$ cat config.mk
export PLATFORM = sky130hd
export DESIGN_NAME = sensor_irq_wait_cfg
export DESIGN_NICKNAME = d
export VERILOG_FILES = /design/src/sensor_irq_wait_cfg.v /design/src/persist_filter.v /design/src/led_pulser.v
export VERILOG_INCLUDE_DIRS = /design/src
export SDC_FILE = /design/constraint.sdc
export NUM_CORES = 1
export LEC_CHECK = 0
export BUFFER_PORTS_ARGS = -buffer_cell sky130_fd_sc_hd__buf_2
export CAP_MARGIN = 40
export CELL_PAD_IN_SITES_DETAIL_PLACEMENT = 1
export CELL_PAD_IN_SITES_GLOBAL_PLACEMENT = 2
export CORE_ASPECT_RATIO = 0.7
export CORE_UTILIZATION = 37
export DETAILED_ROUTE_END_ITERATION = 7
export PLACE_DENSITY_LB_ADDON = 0.1
export SYNTH_ARGS = -nofsm -noshare
export SYNTH_HDL_FRONTEND = slang
export SYNTH_SLANG_ARGS = --single-unit
$ cat constraint.sdc
create_clock -name clk -period 5 [get_ports clk]
set_input_delay 0.25 -clock clk [delete_from_list [all_inputs] [get_ports clk]]
set_output_delay 0.25 -clock clk [all_outputs]
set_load 0.005 [all_outputs]
$ cat src/sensor_cfg_defs.vh
// Register offsets, field positions, reset values and timing for the sensor interrupt/wait block
`ifndef SENSOR_CFG_DEFS_VH
`define SENSOR_CFG_DEFS_VH
`define REG_WAIT_DURATION      5'h03
`define REG_LIGHT_LOW_LO       5'h04
`define REG_LIGHT_LOW_HI       5'h05
`define REG_LIGHT_HIGH_LO      5'h06
`define REG_LIGHT_HIGH_HI      5'h07
`define REG_PROX_LOW_LO        5'h08
`define REG_PROX_LOW_HI        5'h09
`define REG_PROX_HIGH_LO       5'h0A
`define REG_PROX_HIGH_HI       5'h0B
`define REG_FILTER_COUNTS      5'h0C
`define REG_WAIT_DRIVE_OPTIONS 5'h0D
`define REG_LED_PULSE_COUNT    5'h0E
`define REG_FIRST              5'h03
`define REG_LAST               5'h0E
`define PROX_FILTER_MSB        7
`define PROX_FILTER_LSB        4
`define LIGHT_FILTER_MSB       3
`define LIGHT_FILTER_LSB       0
`define CFG_REDUCED_DRIVE_BIT  0
`define CFG_LONG_WAIT_BIT      1
`define RST_WAIT_DURATION      8'hFF
`define RST_OTHER              8'h00
`define CMD_SELECT_BIT         7
`define CMD_TYPE_REPEAT        2'h0
`define CMD_TYPE_AUTO_INC      2'h1
`define CMD_TYPE_SPECIAL       2'h3
`define SF_CLEAR_PROX          5'h05
`define SF_CLEAR_LIGHT         5'h06
`define SF_CLEAR_BOTH          5'h07
`define CLK_PERIOD_NS          100
`define WAIT_STEP_NS           2730000
`define LED_PULSE_PERIOD_NS    16000
`define LONG_WAIT_MULT         4'hC
`define WAIT_STEPS_FULL        9'h100
`endif

$ cat src/sensor_irq_wait_cfg.v
// Two-wire register slave, wait timer and interrupt qualification of the light/proximity sensor
`timescale 1ns/1ps
`default_nettype none
`include "sensor_cfg_defs.vh"

// Overview of operation
// - Wait steps are 2.73 ms each, twelve times longer when long wait is set.
// - Wait count is two's complement: 0xFF gives one step, 0x00 gives 256.
// - Channel 0 light result below low or above high threshold is out of range.
// - Light thresholds built from low/high byte pairs, low threshold first.
// - Proximity result below low or above high threshold is out of range.
// - Proximity thresholds built from low/high byte pairs, low threshold first.
// - Light uses only channel 0; light and proximity filters are independent.
// - Proximity filter code 0 fires on every result, N needs N consecutive out-of-range.
// - Light filter codes 1-3 need 1-3, codes 4-15 need 5-60 in fives.
// - Reduced drive bit lowers the LED current by a factor of nine.
// - LED pin emits the programmed pulse count during proximity accumulate.
// - LED pulses run at 62.5 kHz.
// - Interrupts raise only while their mask bit is set.
// - Special-function command 5, 6, 7 clears proximity, light, or both.
// - Wait timer runs only if wait is enabled at its start, otherwise skipped.
module sensor_irq_wait_cfg #(
	parameter [6:0]   I2C_ADDR      = 7'h2A, // Arbitrary bus address
	parameter integer WAIT_STEP_CYC = `WAIT_STEP_NS / `CLK_PERIOD_NS,
	parameter integer STEP_W        = 15
)(
	input  wire        clk,
	input  wire        reset,
	input  wire        scl_in,
	input  wire        sda_in,
	output wire        sda_out,
	output reg         sda_oe,
	input  wire        prox_irq_mask,
	input  wire        light_irq_mask,
	input  wire        wait_enable,
	input  wire        wait_start,
	input  wire [15:0] light_channel_zero,
	input  wire        light_result_valid,
	input  wire [15:0] prox_result,
	input  wire        prox_result_valid,
	input  wire        prox_accum_start,
	output reg         irq_n,
	output wire        prox_irq_pending,
	output wire        light_irq_pending,
	output wire        reduced_led_drive,
	output wire        led_drive_output,
	output wire        led_pulses_done,
	output reg         wait_busy,
	output reg         wait_done
);
	localparam [2:0] S_IDLE = 3'h0;
	localparam [2:0] S_ADDR = 3'h1;
	localparam [2:0] S_AACK = 3'h2;
	localparam [2:0] S_WR   = 3'h3;
	localparam [2:0] S_WACK = 3'h4;
	localparam [2:0] S_RD   = 3'h5;
	localparam [2:0] S_RACK = 3'h6;

	localparam [STEP_W-1:0] STEP_LAST  = WAIT_STEP_CYC[STEP_W-1:0] - 1'b1;
	localparam integer      LED_PERIOD = `LED_PULSE_PERIOD_NS / `CLK_PERIOD_NS;

	// Register storage, index 0 is the wait duration
	reg  [7:0]        regs_q [0:11];
	reg  [2:0]        state_q;
	reg  [3:0]        bit_cnt_q;
	reg  [7:0]        shift_q;
	reg               rw_q;
	reg               cmd_next_q;
	reg  [4:0]        ptr_q;
	reg               auto_q;
	reg               mack_q;
	reg               clr_prox_q;
	reg               clr_light_q;
	reg               scl_q;
	reg               sda_q;
	reg  [STEP_W-1:0] tick_q;
	reg  [3:0]        mult_q;
	reg  [8:0]        steps_q;
	reg               long_q;
	reg  [7:0]        rd_byte;
	wire              scl_rise;
	wire              scl_fall;
	wire              start_cond;
	wire              stop_cond;
	wire              byte_end;
	wire              wr_strobe;
	wire [1:0]        cmd_type;
	wire [4:0]        cmd_add;
	wire [7:0]        wait_duration_count;
	wire [7:0]        options;
	wire [7:0]        filter_counts;
	wire [7:0]        led_pulse_total;
	wire [3:0]        prox_filter_count;
	wire [3:0]        light_filter_count;
	wire              long_wait_select;
	wire [15:0]       light_low;
	wire [15:0]       light_high;
	wire [15:0]       prox_low;
	wire [15:0]       prox_high;
	integer           i;

	function in_map;
		input [4:0] a;
		begin
			in_map = (a >= `REG_FIRST) && (a <= `REG_LAST);
		end
	endfunction

	function [3:0] reg_index;
		input [4:0] a;
		reg   [4:0] d;
		begin
			d = a - `REG_FIRST;
			reg_index = d[3:0];
		end
	endfunction

	// Open drain: the pin is only ever pulled low
	assign sda_out = 1'b0;

	assign scl_rise   = scl_in && !scl_q;
	assign scl_fall   = !scl_in && scl_q;
	assign start_cond = scl_in && scl_q && sda_q && !sda_in;
	assign stop_cond  = scl_in && scl_q && !sda_q && sda_in;
	assign byte_end   = (bit_cnt_q == 4'h8);
	assign wr_strobe  = scl_fall && (state_q == S_WR) && byte_end && !cmd_next_q;
	assign cmd_type   = shift_q[6:5];
	assign cmd_add    = shift_q[4:0];

	assign wait_duration_count = regs_q[reg_index(`REG_WAIT_DURATION)];
	assign options             = regs_q[reg_index(`REG_WAIT_DRIVE_OPTIONS)];
	assign filter_counts       = regs_q[reg_index(`REG_FILTER_COUNTS)];
	assign led_pulse_total     = regs_q[reg_index(`REG_LED_PULSE_COUNT)];
	assign prox_filter_count   = filter_counts[`PROX_FILTER_MSB:`PROX_FILTER_LSB];
	assign light_filter_count  = filter_counts[`LIGHT_FILTER_MSB:`LIGHT_FILTER_LSB];
	assign long_wait_select    = options[`CFG_LONG_WAIT_BIT];
	assign reduced_led_drive   = options[`CFG_REDUCED_DRIVE_BIT];

	// Lower byte at the lower address, low threshold before high
	assign light_low  = {regs_q[reg_index(`REG_LIGHT_LOW_HI)],
		regs_q[reg_index(`REG_LIGHT_LOW_LO)]};
	assign light_high = {regs_q[reg_index(`REG_LIGHT_HIGH_HI)],
		regs_q[reg_index(`REG_LIGHT_HIGH_LO)]};
	assign prox_low   = {regs_q[reg_index(`REG_PROX_LOW_HI)],
		regs_q[reg_index(`REG_PROX_LOW_LO)]};
	assign prox_high  = {regs_q[reg_index(`REG_PROX_HIGH_HI)],
		regs_q[reg_index(`REG_PROX_HIGH_LO)]};

	// Addresses outside this block read as zero
	always @* begin
		rd_byte = 8'h00;
		if (in_map(ptr_q))
			rd_byte = regs_q[reg_index(ptr_q)];
	end

	always @(posedge clk or posedge reset) begin
		if (reset) begin
			scl_q <= 1'b1;
			sda_q <= 1'b1;
		end else begin
			scl_q <= scl_in;
			sda_q <= sda_in;
		end
	end

	// Bus protocol: address, command byte, then data bytes
	always @(posedge clk or posedge reset) begin
		if (reset) begin
			state_q     <= S_IDLE;
			bit_cnt_q   <= 4'h0;
			shift_q     <= 8'h00;
			sda_oe      <= 1'b0;
			rw_q        <= 1'b0;
			cmd_next_q  <= 1'b0;
			ptr_q       <= 5'h00;
			auto_q      <= 1'b0;
			mack_q      <= 1'b0;
			clr_prox_q  <= 1'b0;
			clr_light_q <= 1'b0;
		end else begin
			clr_prox_q  <= 1'b0;
			clr_light_q <= 1'b0;
			if (start_cond) begin
				state_q   <= S_ADDR;
				bit_cnt_q <= 4'h0;
				sda_oe    <= 1'b0;
			end else if (stop_cond) begin
				state_q <= S_IDLE;
				sda_oe  <= 1'b0;
			end else if (scl_rise) begin
				if (state_q == S_ADDR || state_q == S_WR) begin
					shift_q   <= {shift_q[6:0], sda_in};
					bit_cnt_q <= bit_cnt_q + 4'h1;
				end else if (state_q == S_RD) begin
					bit_cnt_q <= bit_cnt_q + 4'h1;
				end else if (state_q == S_RACK) begin
					mack_q <= !sda_in;
				end
			end else if (scl_fall) begin
				case (state_q)
				S_IDLE: begin
					sda_oe <= 1'b0;
				end
				S_ADDR: begin
					if (byte_end) begin
						if (shift_q[7:1] == I2C_ADDR) begin
							sda_oe  <= 1'b1;
							rw_q    <= shift_q[0];
							state_q <= S_AACK;
						end else begin
							state_q <= S_IDLE;
						end
					end
				end
				S_AACK: begin
					bit_cnt_q  <= 4'h0;
					cmd_next_q <= !rw_q;
					if (rw_q) begin
						shift_q <= rd_byte;
						sda_oe  <= !rd_byte[7];
						state_q <= S_RD;
					end else begin
						sda_oe  <= 1'b0;
						state_q <= S_WR;
					end
				end
				S_WR: begin
					if (byte_end) begin
						sda_oe     <= 1'b1;
						state_q    <= S_WACK;
						cmd_next_q <= 1'b0;
						if (cmd_next_q) begin
							if (shift_q[`CMD_SELECT_BIT]) begin
								if (cmd_type == `CMD_TYPE_SPECIAL) begin
									clr_prox_q  <= (cmd_add == `SF_CLEAR_PROX) ||
										(cmd_add == `SF_CLEAR_BOTH);
									clr_light_q <= (cmd_add == `SF_CLEAR_LIGHT) ||
										(cmd_add == `SF_CLEAR_BOTH);
								end else begin
									ptr_q  <= cmd_add;
									auto_q <= (cmd_type == `CMD_TYPE_AUTO_INC);
								end
							end
						end else if (auto_q) begin
							ptr_q <= ptr_q + 5'h01;
						end
					end
				end
				S_WACK: begin
					sda_oe    <= 1'b0;
					bit_cnt_q <= 4'h0;
					state_q   <= S_WR;
				end
				S_RD: begin
					if (byte_end) begin
						sda_oe  <= 1'b0;
						state_q <= S_RACK;
						if (auto_q)
							ptr_q <= ptr_q + 5'h01;
					end else begin
						shift_q <= {shift_q[6:0], 1'b0};
						sda_oe  <= !shift_q[6];
					end
				end
				S_RACK: begin
					bit_cnt_q <= 4'h0;
					if (mack_q) begin
						shift_q <= rd_byte;
						sda_oe  <= !rd_byte[7];
						state_q <= S_RD;
					end else begin
						state_q <= S_IDLE;
					end
				end
				default: begin
					state_q <= S_IDLE;
					sda_oe  <= 1'b0;
				end
				endcase
			end
		end
	end

	// Register file writes; unmapped addresses are ignored
	always @(posedge clk or posedge reset) begin
		if (reset) begin
			for (i = 0; i < 12; i = i + 1)
				regs_q[i] <= `RST_OTHER;
			regs_q[0] <= `RST_WAIT_DURATION;
		end else if (wr_strobe && in_map(ptr_q)) begin
			regs_q[reg_index(ptr_q)] <= shift_q;
		end
	end

	// Wait timer; count and long option are latched at start so a
	// rewrite mid-wait cannot stretch the current wait
	always @(posedge clk or posedge reset) begin
		if (reset) begin
			wait_busy <= 1'b0;
			wait_done <= 1'b0;
			tick_q    <= {STEP_W{1'b0}};
			mult_q    <= 4'h0;
			steps_q   <= 9'h000;
			long_q    <= 1'b0;
		end else begin
			wait_done <= 1'b0;
			if (!wait_busy) begin
				if (wait_start) begin
					if (!wait_enable) begin
						wait_done <= 1'b1;
					end else begin
						wait_busy <= 1'b1;
						tick_q    <= {STEP_W{1'b0}};
						mult_q    <= 4'h0;
						steps_q   <= `WAIT_STEPS_FULL - {1'b0, wait_duration_count};
						long_q    <= long_wait_select;
					end
				end
			end else if (tick_q == STEP_LAST) begin
				tick_q <= {STEP_W{1'b0}};
				if (long_q && mult_q != `LONG_WAIT_MULT - 4'h1) begin
					mult_q <= mult_q + 4'h1;
				end else begin
					mult_q  <= 4'h0;
					steps_q <= steps_q - 9'h001;
					if (steps_q == 9'h001) begin
						wait_busy <= 1'b0;
						wait_done <= 1'b1;
					end
				end
			end else begin
				tick_q <= tick_q + {{(STEP_W-1){1'b0}}, 1'b1};
			end
		end
	end

	// Separate filters; light looks at channel 0 only
	persist_filter #(
		.SCALED(1)
	) u_light_filter (
		.clk          (clk),
		.reset        (reset),
		.result_valid (light_result_valid),
		.result       (light_channel_zero),
		.low_thresh   (light_low),
		.high_thresh  (light_high),
		.filter_code  (light_filter_count),
		.irq_mask     (light_irq_mask),
		.irq_clear    (clr_light_q),
		.irq_pending_q(light_irq_pending)
	);

	persist_filter #(
		.SCALED(0)
	) u_prox_filter (
		.clk          (clk),
		.reset        (reset),
		.result_valid (prox_result_valid),
		.result       (prox_result),
		.low_thresh   (prox_low),
		.high_thresh  (prox_high),
		.filter_code  (prox_filter_count),
		.irq_mask     (prox_irq_mask),
		.irq_clear    (clr_prox_q),
		.irq_pending_q(prox_irq_pending)
	);

	always @(posedge clk or posedge reset) begin
		if (reset)
			irq_n <= 1'b1;
		else
			irq_n <= !(light_irq_pending || prox_irq_pending);
	end

	led_pulser #(
		.PERIOD_CYC(LED_PERIOD[7:0])
	) u_led (
		.clk        (clk),
		.reset      (reset),
		.start      (prox_accum_start),
		.pulse_total(led_pulse_total),
		.led_drive_q(led_drive_output),
		.done_q     (led_pulses_done)
	);
endmodule // sensor_irq_wait_cfg
`default_nettype wire

$ cat src/persist_filter.v
// Threshold compare and consecutive out-of-range filter for one measurement channel
`timescale 1ns/1ps
`default_nettype none
module persist_filter #(
	parameter SCALED = 0
)(
	input  wire        clk,
	input  wire        reset,
	input  wire        result_valid,
	input  wire [15:0] result,
	input  wire [15:0] low_thresh,
	input  wire [15:0] high_thresh,
	input  wire [3:0]  filter_code,
	input  wire        irq_mask,
	input  wire        irq_clear,
	output reg         irq_pending_q
);
	reg  [5:0] run_q;
	wire       out_of_range;
	wire [5:0] run_next;
	wire       fire;

	// Codes above 3 on the scaled channel count in fives
	function [5:0] needed;
		input [3:0] code;
		reg   [3:0] x;
		begin
			x = code - 4'h3;
			if (SCALED != 0 && code > 4'h3)
				needed = {x, 2'b00} + {2'b00, x};
			else
				needed = {2'b00, code};
		end
	endfunction

	assign out_of_range = (result < low_thresh) || (result > high_thresh);
	assign run_next = (run_q == 6'h3F) ? run_q : run_q + 6'h01;
	assign fire = (filter_code == 4'h0) || (out_of_range && run_next >= needed(filter_code));

	always @(posedge clk or posedge reset) begin
		if (reset) begin
			run_q         <= 6'h00;
			irq_pending_q <= 1'b0;
		end else begin
			if (result_valid)
				run_q <= out_of_range ? run_next : 6'h00;
			// Set wins over a clear in the same cycle
			if (result_valid && fire && irq_mask)
				irq_pending_q <= 1'b1;
			else if (irq_clear)
				irq_pending_q <= 1'b0;
		end
	end
endmodule // persist_filter
`default_nettype wire

$ cat src/led_pulser.v
// Burst generator for the proximity LED drive pin
`timescale 1ns/1ps
`default_nettype none
module led_pulser #(
	parameter [7:0] PERIOD_CYC = 8'hA0
)(
	input  wire       clk,
	input  wire       reset,
	input  wire       start,
	input  wire [7:0] pulse_total,
	output reg        led_drive_q,
	output reg        done_q
);
	localparam [7:0] HALF = PERIOD_CYC >> 1;
	reg       active_q;
	reg [7:0] left_q;
	reg [7:0] phase_q;

	always @(posedge clk or posedge reset) begin
		if (reset) begin
			active_q    <= 1'b0;
			left_q      <= 8'h00;
			phase_q     <= 8'h00;
			led_drive_q <= 1'b0;
			done_q      <= 1'b0;
		end else begin
			done_q      <= 1'b0;
			led_drive_q <= active_q && (phase_q < HALF);
			if (!active_q) begin
				if (start) begin
					left_q  <= pulse_total;
					phase_q <= 8'h00;
					active_q <= (pulse_total != 8'h00);
					done_q  <= (pulse_total == 8'h00);
				end
			end else if (phase_q == PERIOD_CYC - 8'h01) begin
				phase_q <= 8'h00;
				left_q  <= left_q - 8'h01;
				if (left_q == 8'h01) begin
					active_q <= 1'b0;
					done_q   <= 1'b1;
				end
			end else begin
				phase_q <= phase_q + 8'h01;
			end
		end
	end
endmodule // led_pulser
`default_nettype wire

Word-level counts from Yosys, hierarchy flattened
Index checks and enable logic that the tools add are counted.

word-level totals
  output and inout port bits = 10
  bits in registers = 190

operators by class
  equality and inequality tests = 40
  bitwise operators = 8
  add/sub/neg operators = 13
  reductions and logical operators = 70
  muxes and demuxes = 119
  order comparisons = 12

operator list
  cell                     number
  $mux W8                  16
  $bwmux W96               1
  $mux W15                 4
  $mux W1                  53
  $mux W4                  12
  $mux W9                  5
  $bmux W8 S4              1
  $demux W8 S4             1
  $gt A16 B16 Y1           2
  $lt A16 B16 Y1           2
  $mux W5                  6
  $mux W6                  5
  $mux W3                  9
  $pmux W8 S3              1
  $reduce_and A6 Y1        4
  $logic_and A1 B1 Y1      21
  $pmux W3 S7              1
  $ne A4 B4 Y1 const B     5
  $ne A3 B3 Y1 const B     6
  $reduce_and A9 Y1        2
  $reduce_bool A2 Y1       8
  $add A15 B1 Y15 const B  1
  $eq A15 B15 Y1 const B   1
  $eq A5 B3 Y1 const B     3
  other kinds (53)         92

Logic depth before layout (Yosys ltp)
  depth in word-level cells = 13
  mapped depth = 12

Hierarchy
Synthesis repeated with hierarchy kept, for this count alone.

second synthesis, totals
  cells, all modules = 1230
  area total of the unflattened synthesis = 12380.6 sq um

modules (own cells, without submodules)
  module                            area each (sq um)  seq. area each (sq um)  instances  cells an instance
  sensor_irq_wait_cfg               8281.7             3942.5                  1          724
  persist_filter at u_light_filter  1557.7             175.2                   1          205
  persist_filter at u_prox_filter   1355.0             175.2                   1          172
  led_pulser                        1186.1             475.5                   1          129

Worst setup path before layout
Ideal clock, no wire load.

  path kind = register -> register
  from = register ptr_q[0]
  to = register shift_q[6]
  stages on the path, launching flop included = 13
  buffers on the path = 5
  slack = 2.205 ns
  data arrival time = 2.659 ns
  library setup time = 0.136 ns
  cells stage by stage = dfrtp_1 buf_2 buf_2 inv_1 ha_1 buf_2 buf_2 buf_2 mux4_2 nand3b_1 o21ai_0 a311oi_1 a21oi_1

between the ends
  longest elaborated chain between the ends = 10

ends and longest elaborated chain
  item                                         line                                                  text
  start, declared                              sensor_irq_wait_cfg.v:69                              reg [4:0] ptr_q;
  start signal, assigned                       sensor_irq_wait_cfg.v:240                             ptr_q <= cmd_add;
  start signal, assigned                       sensor_irq_wait_cfg.v:245                             ptr_q <= ptr_q + 5'h01;
  start signal, assigned                       sensor_irq_wait_cfg.v:259                             ptr_q <= ptr_q + 5'h01;
  $sub A4 B2 Y4 (no source line)               -
  $not A4 Y5 (not written as such)             sensor_irq_wait_cfg.v:153                             rd_byte = regs_q[reg_index(ptr_q)];
  $bmux W8 S4                                  sensor_irq_wait_cfg.v:153
  $mux W8 (not written as such) (2 in series)  sensor_irq_wait_cfg.v:153
  $mux W8 *                                    sensor_irq_wait_cfg.v:152                             if (in_map(ptr_q))
  $mux W8, on equally long branches            sensor_irq_wait_cfg.v:267, sensor_irq_wait_cfg.v:218
  $pmux W8 S3 *                                sensor_irq_wait_cfg.v:200                             case (state_q)
  $mux W8 *                                    sensor_irq_wait_cfg.v:199                             end else if (scl_fall) begin
  $mux W8 *                                    sensor_irq_wait_cfg.v:190                             end else if (scl_rise) begin
  end signal, assigned                         sensor_irq_wait_cfg.v:192                             shift_q <= {shift_q[6:0], sda_in};
  end signal, assigned                         sensor_irq_wait_cfg.v:261                             shift_q <= {shift_q[6:0], 1'b0};
  end signal, assigned                         sensor_irq_wait_cfg.v:268                             shift_q <= rd_byte;
  end, declared                                sensor_irq_wait_cfg.v:66                              reg [7:0] shift_q;

Mark *: on every way between the ends. The rest lies on a longest branch, timed or not. The select of a mux whose other input is x is not followed.
A chain may end at the register's enable or synchronous reset.

Final worst setup path
  from = register ptr_q[0]
  to = register regs_q, in the netlist light_low[7]

between the ends
  longest elaborated chain between the ends = 7

ends and longest elaborated chain
  item                                                                line                       text
  $sub A4 B2 Y4 (no source line)                                      -
  $not A4 Y5 (not written as such)                                    sensor_irq_wait_cfg.v:291  regs_q[reg_index(ptr_q)] <= shift_q;
  $ge A5 B5 Y1 (not written as such) or $lt A5 B1 Y1 (tied branches)  sensor_irq_wait_cfg.v:291
  $logic_and A1 B1 Y1 (not written as such)                           sensor_irq_wait_cfg.v:291
  $mux W8 (not written as such)                                       sensor_irq_wait_cfg.v:291
  $demux W8 S4                                                        sensor_irq_wait_cfg.v:291
  $bwmux W96                                                          sensor_irq_wait_cfg.v:291
  end signal, assigned by index                                       sensor_irq_wait_cfg.v:288  regs_q[i] <= `RST_OTHER;
  end signal, assigned by index                                       sensor_irq_wait_cfg.v:291
  end, declared                                                       sensor_irq_wait_cfg.v:63   reg [7:0] regs_q [0:11];

Parallel ways exist; a longest one is shown, timed or not.

==> impl_metrics.yaml <==
floorplanning:
  start_util_pct: 38.0
  design.core.area_mm2: 0.0316
  dieWidth_um: 217
  die-area_mm2: 0.0332
  rows: 54
  num_io_pins: 53
  die_h_um: 153
drt:
  vias: 9392
  wire_per_inst_um: 21.2
  wl_um: 35500
  drtAntennaViolNets: 0
  route.detailed.drc: 0
  drt_first_pass_iters: 5
  detail_route.vias_per_cell: 5.60
  drt_iter0_markers: 504
clocking:
  cts_tree: "yes"
  clk_pin_slew_worst_paths_ns: 0.08
  cts_buffers: 17
  cts_setup_buffers: 0
  cts_hold_buf: 3
  cts-root-buf: "clkbuf_16"
  max-clock-path-buffers: 2
  ctsResizeCount: 0
  h-tree-depth: 4
  clock-sinks: 190
  clock_latency_ns: 0.45
finish:
  multi_input_area_mm2: 0.00668
  n_antenna_cell: 0
  fill_cells: 3560
  synthToLayoutAreaGrowth_pct: 11.3
  register_area_mm2: 0.00477
  final_nets: 1383
  drive_gt1_share_pct: 17.1
  final_area_mm2: 0.0134
worst_setup_path:
  path_cells: "buf_4, ha_1, xor2_2, buf_4, nand4_2, nor2_2, nand2_2, mux2_1"
  r2r_slack_ns: 2.19
  crit_arrival_ns: 3.14
  crit_fanout: 30
  crit_top_cell: "buf_4"
  crit_slowest_cell: "buf_4"
  crit_path_max_incr_delay_ns: 0.44
  start_kind: "register"
  cpLargestDelayFamily: "buffers and inverters"
  crit_path_end_kind: "register"
  worst-setup-path-type: "register to register"
  critPathRequiredTime_ns: 5.33
  worst-path-buf-inv: 2
sta:
  hold_viol_final: 0
  tightest_slew_ns: 0.875
  rsz0062_at_grt: "no"
  fin_crit_ns: 2.81
  post-route-period-util_pct: 56.3
  relSlewSlack_pct: 41.7
  slew_violations: 0
  setup_viol: 0
  finalClockSkew_ns: 0.0114
  clock.fmax_mhz: 355
  fin_setup_tns_ns: 0
synthesis:
  synth-edff-count: 0
  syn-num-nets: 1343
  synthDominantCellAreaShare_pct: 37.3
  yosys.area_share.xor_xnor_pct: 2.03
  yosys-top-cells-area: "dfrtp_1 37%, ha_1 9.9%, mux2_2 5.8%"
  yosys.area_share.adder_pct: 10.1
  ys_warn_count: 0
  synth_seq_cells: 190
  muxShareOfSynthArea_pct: 16.0
  ys_seq_area_share_pct: 39.7
  synth_ff_type: "dfrtp_1"
  synth_top_family_by_area: "multiplexers"
  synth_cell_types: 71
  ys_top_cells_by_count: "179 x dfrtp_1, 97 x inv_1, 95 x ha_1"
  synth.most_common_cell: "dfrtp_1"
  syn_area_mm2: 0.0120
  syn-instance-count: 1204
  yosysTopAreaCell: "dfrtp_1"
  async_flop_share_pct: 100
  avgSynthCellArea_um2: 9.97
  synth_compound_area_share_pct: 13.1
  synth-simple-area-share_pct: 14.4
global_routing:
  grt_max_degree: 152
  antenna_found_initial: 0
  grt_pass1_vias: 9722
  overflow: 0
  grtUsageTotal_pct: 22.5
  grt_pass1_wl_um: 57800
placement:
  portBuffers: 51
  dp_hpwl_um: 26500
  dpl_cell_area_mm2: 0.0127
  gp_congestion: 0.808
outcome:
  status: "complete, no violations"
hold_path:
  hp-class: "primary input to register"
run:
  maxCapViolCount: 0
power_and_ir_drop:
  peakVddDrop_uv: 255
  power_density_mw_per_mm2: 296
  p_leak_nw: 6.15
## worst reg2reg max path, stage by stage (launching register included)
cell and delay [ns]:
dfrtp_1 0.35, buf_4 0.44, ha_1 0.37, xor2_2 0.15, buf_4 0.29, nand4_2 0.17
nor2_2 0.27, nand2_2 0.26, mux2_1 0.39
## cell type report
| cell class | count | area share (%) |
|---|---|---|
| Clock inverter | 15 | 1.39 |
| Timing Repair Buffer | 65 | 3.00 |
| Multi-Input combinational cell | 871 | 50.0 |
| Tap cell | 420 | 3.93 |
| Inverter | 99 | 2.81 |
| Clock buffer | 17 | 3.18 |
| Sequential cell | 190 | 35.7 |
## per-layer routing
| metal | global-route usage (%) | vias up | routed length [µm] |
|---|---|---|---|
| li1 | - | 4450 | - |
| met1 | 35.2 | 4765 | 19000 |
| met2 | 31.7 | 151 | 14700 |
| met3 | 4.09 | 26 | 1430 |
| met4 | 4.73 | 0 | 359 |
| met5 | 0 | - | 0 |
## state kept, by name (all words and copies together) (netlist names), 3 cells and up
name,cells
light_high,16
light_low,16
prox_high,16
prox_low,16
tick_q,15
steps_q,9
filter_counts,8
led_pulse_total,8
options,8
shift_q,8
u_led.left_q,8
u_led.phase_q,8
wait_duration_count,8
u_light_filter.run_q,6
u_prox_filter.run_q,6
ptr_q,5
bit_cnt_q,4
mult_q,4
state_q,3
## worst paths after layout
path                                               from  depth (start not counted)                endpoint
max                                            ptr_q[0]                          8            light_low[7]
min                                         wait_enable                          2               wait_done
max reg2reg                                    ptr_q[0]                          8            light_low[7]
min reg2reg                u_light_filter.irq_pending_q                          1                   irq_n
max in group asynchronous                         reset                          5        u_led.phase_q[0]
min in group asynchronous                         reset                          3  u_prox_filter.run_q[3]
## power breakdown
part	switching (mW)	total, mW	internal [mW]
logic	0.357	0.628	0.271
clock network	0.673	1.47	0.795
registers	0.213	1.86	1.64
total	1.24	3.95	2.71
## kinds of logic (layout without fill, tap and decap cells)
family / after synthesis / after routing
simple gates: 339 / 339
flops: 190 / 190
xor+xnor: 27 / 27
fa+ha+maj: 96 / 96
compound gates: 256 / 256
other cells: 1 / 1
mux: 152 / 152
buf+inv: 143 / 196
## metrics by stage
step | util, % | total power [mW] | hold WS, ns | cells | setup slack [ns]
6_report | 42.3 | 3.95 | 0.0266 | 1677 | 2.19
5_1_grt | 42.3 | 4.17 | 0.0120 | 1677 | 1.93
4_1_cts | 42.3 | 3.99 | 0.000961 | 1677 | 2.16
3_5_place_dp | 40.3 | 2.52 | 0.200 | 1642 | 2.19
3_3_place_gp | 40.2 | 2.50 | 0.199 | 1639 | 2.02
2_1_floorplan | - | 2.26 | 0.254 | 1204 | 2.20
## cell usage in the layout (no fill, tap or decap), drive strengths merged, types with 18 or more instances in the layout
cell,n
dfrtp,179
nor2,50
nor2b,20
o21ai,69
mux4,24
buf,62
inv,100
ha,95
mux2i,49
mux2,79
nand2,105
xor2,18
nor3,30
nand3,47
a21oi,85
nand4,19
No activity file was read; power rests on OpenSTA's default activity.
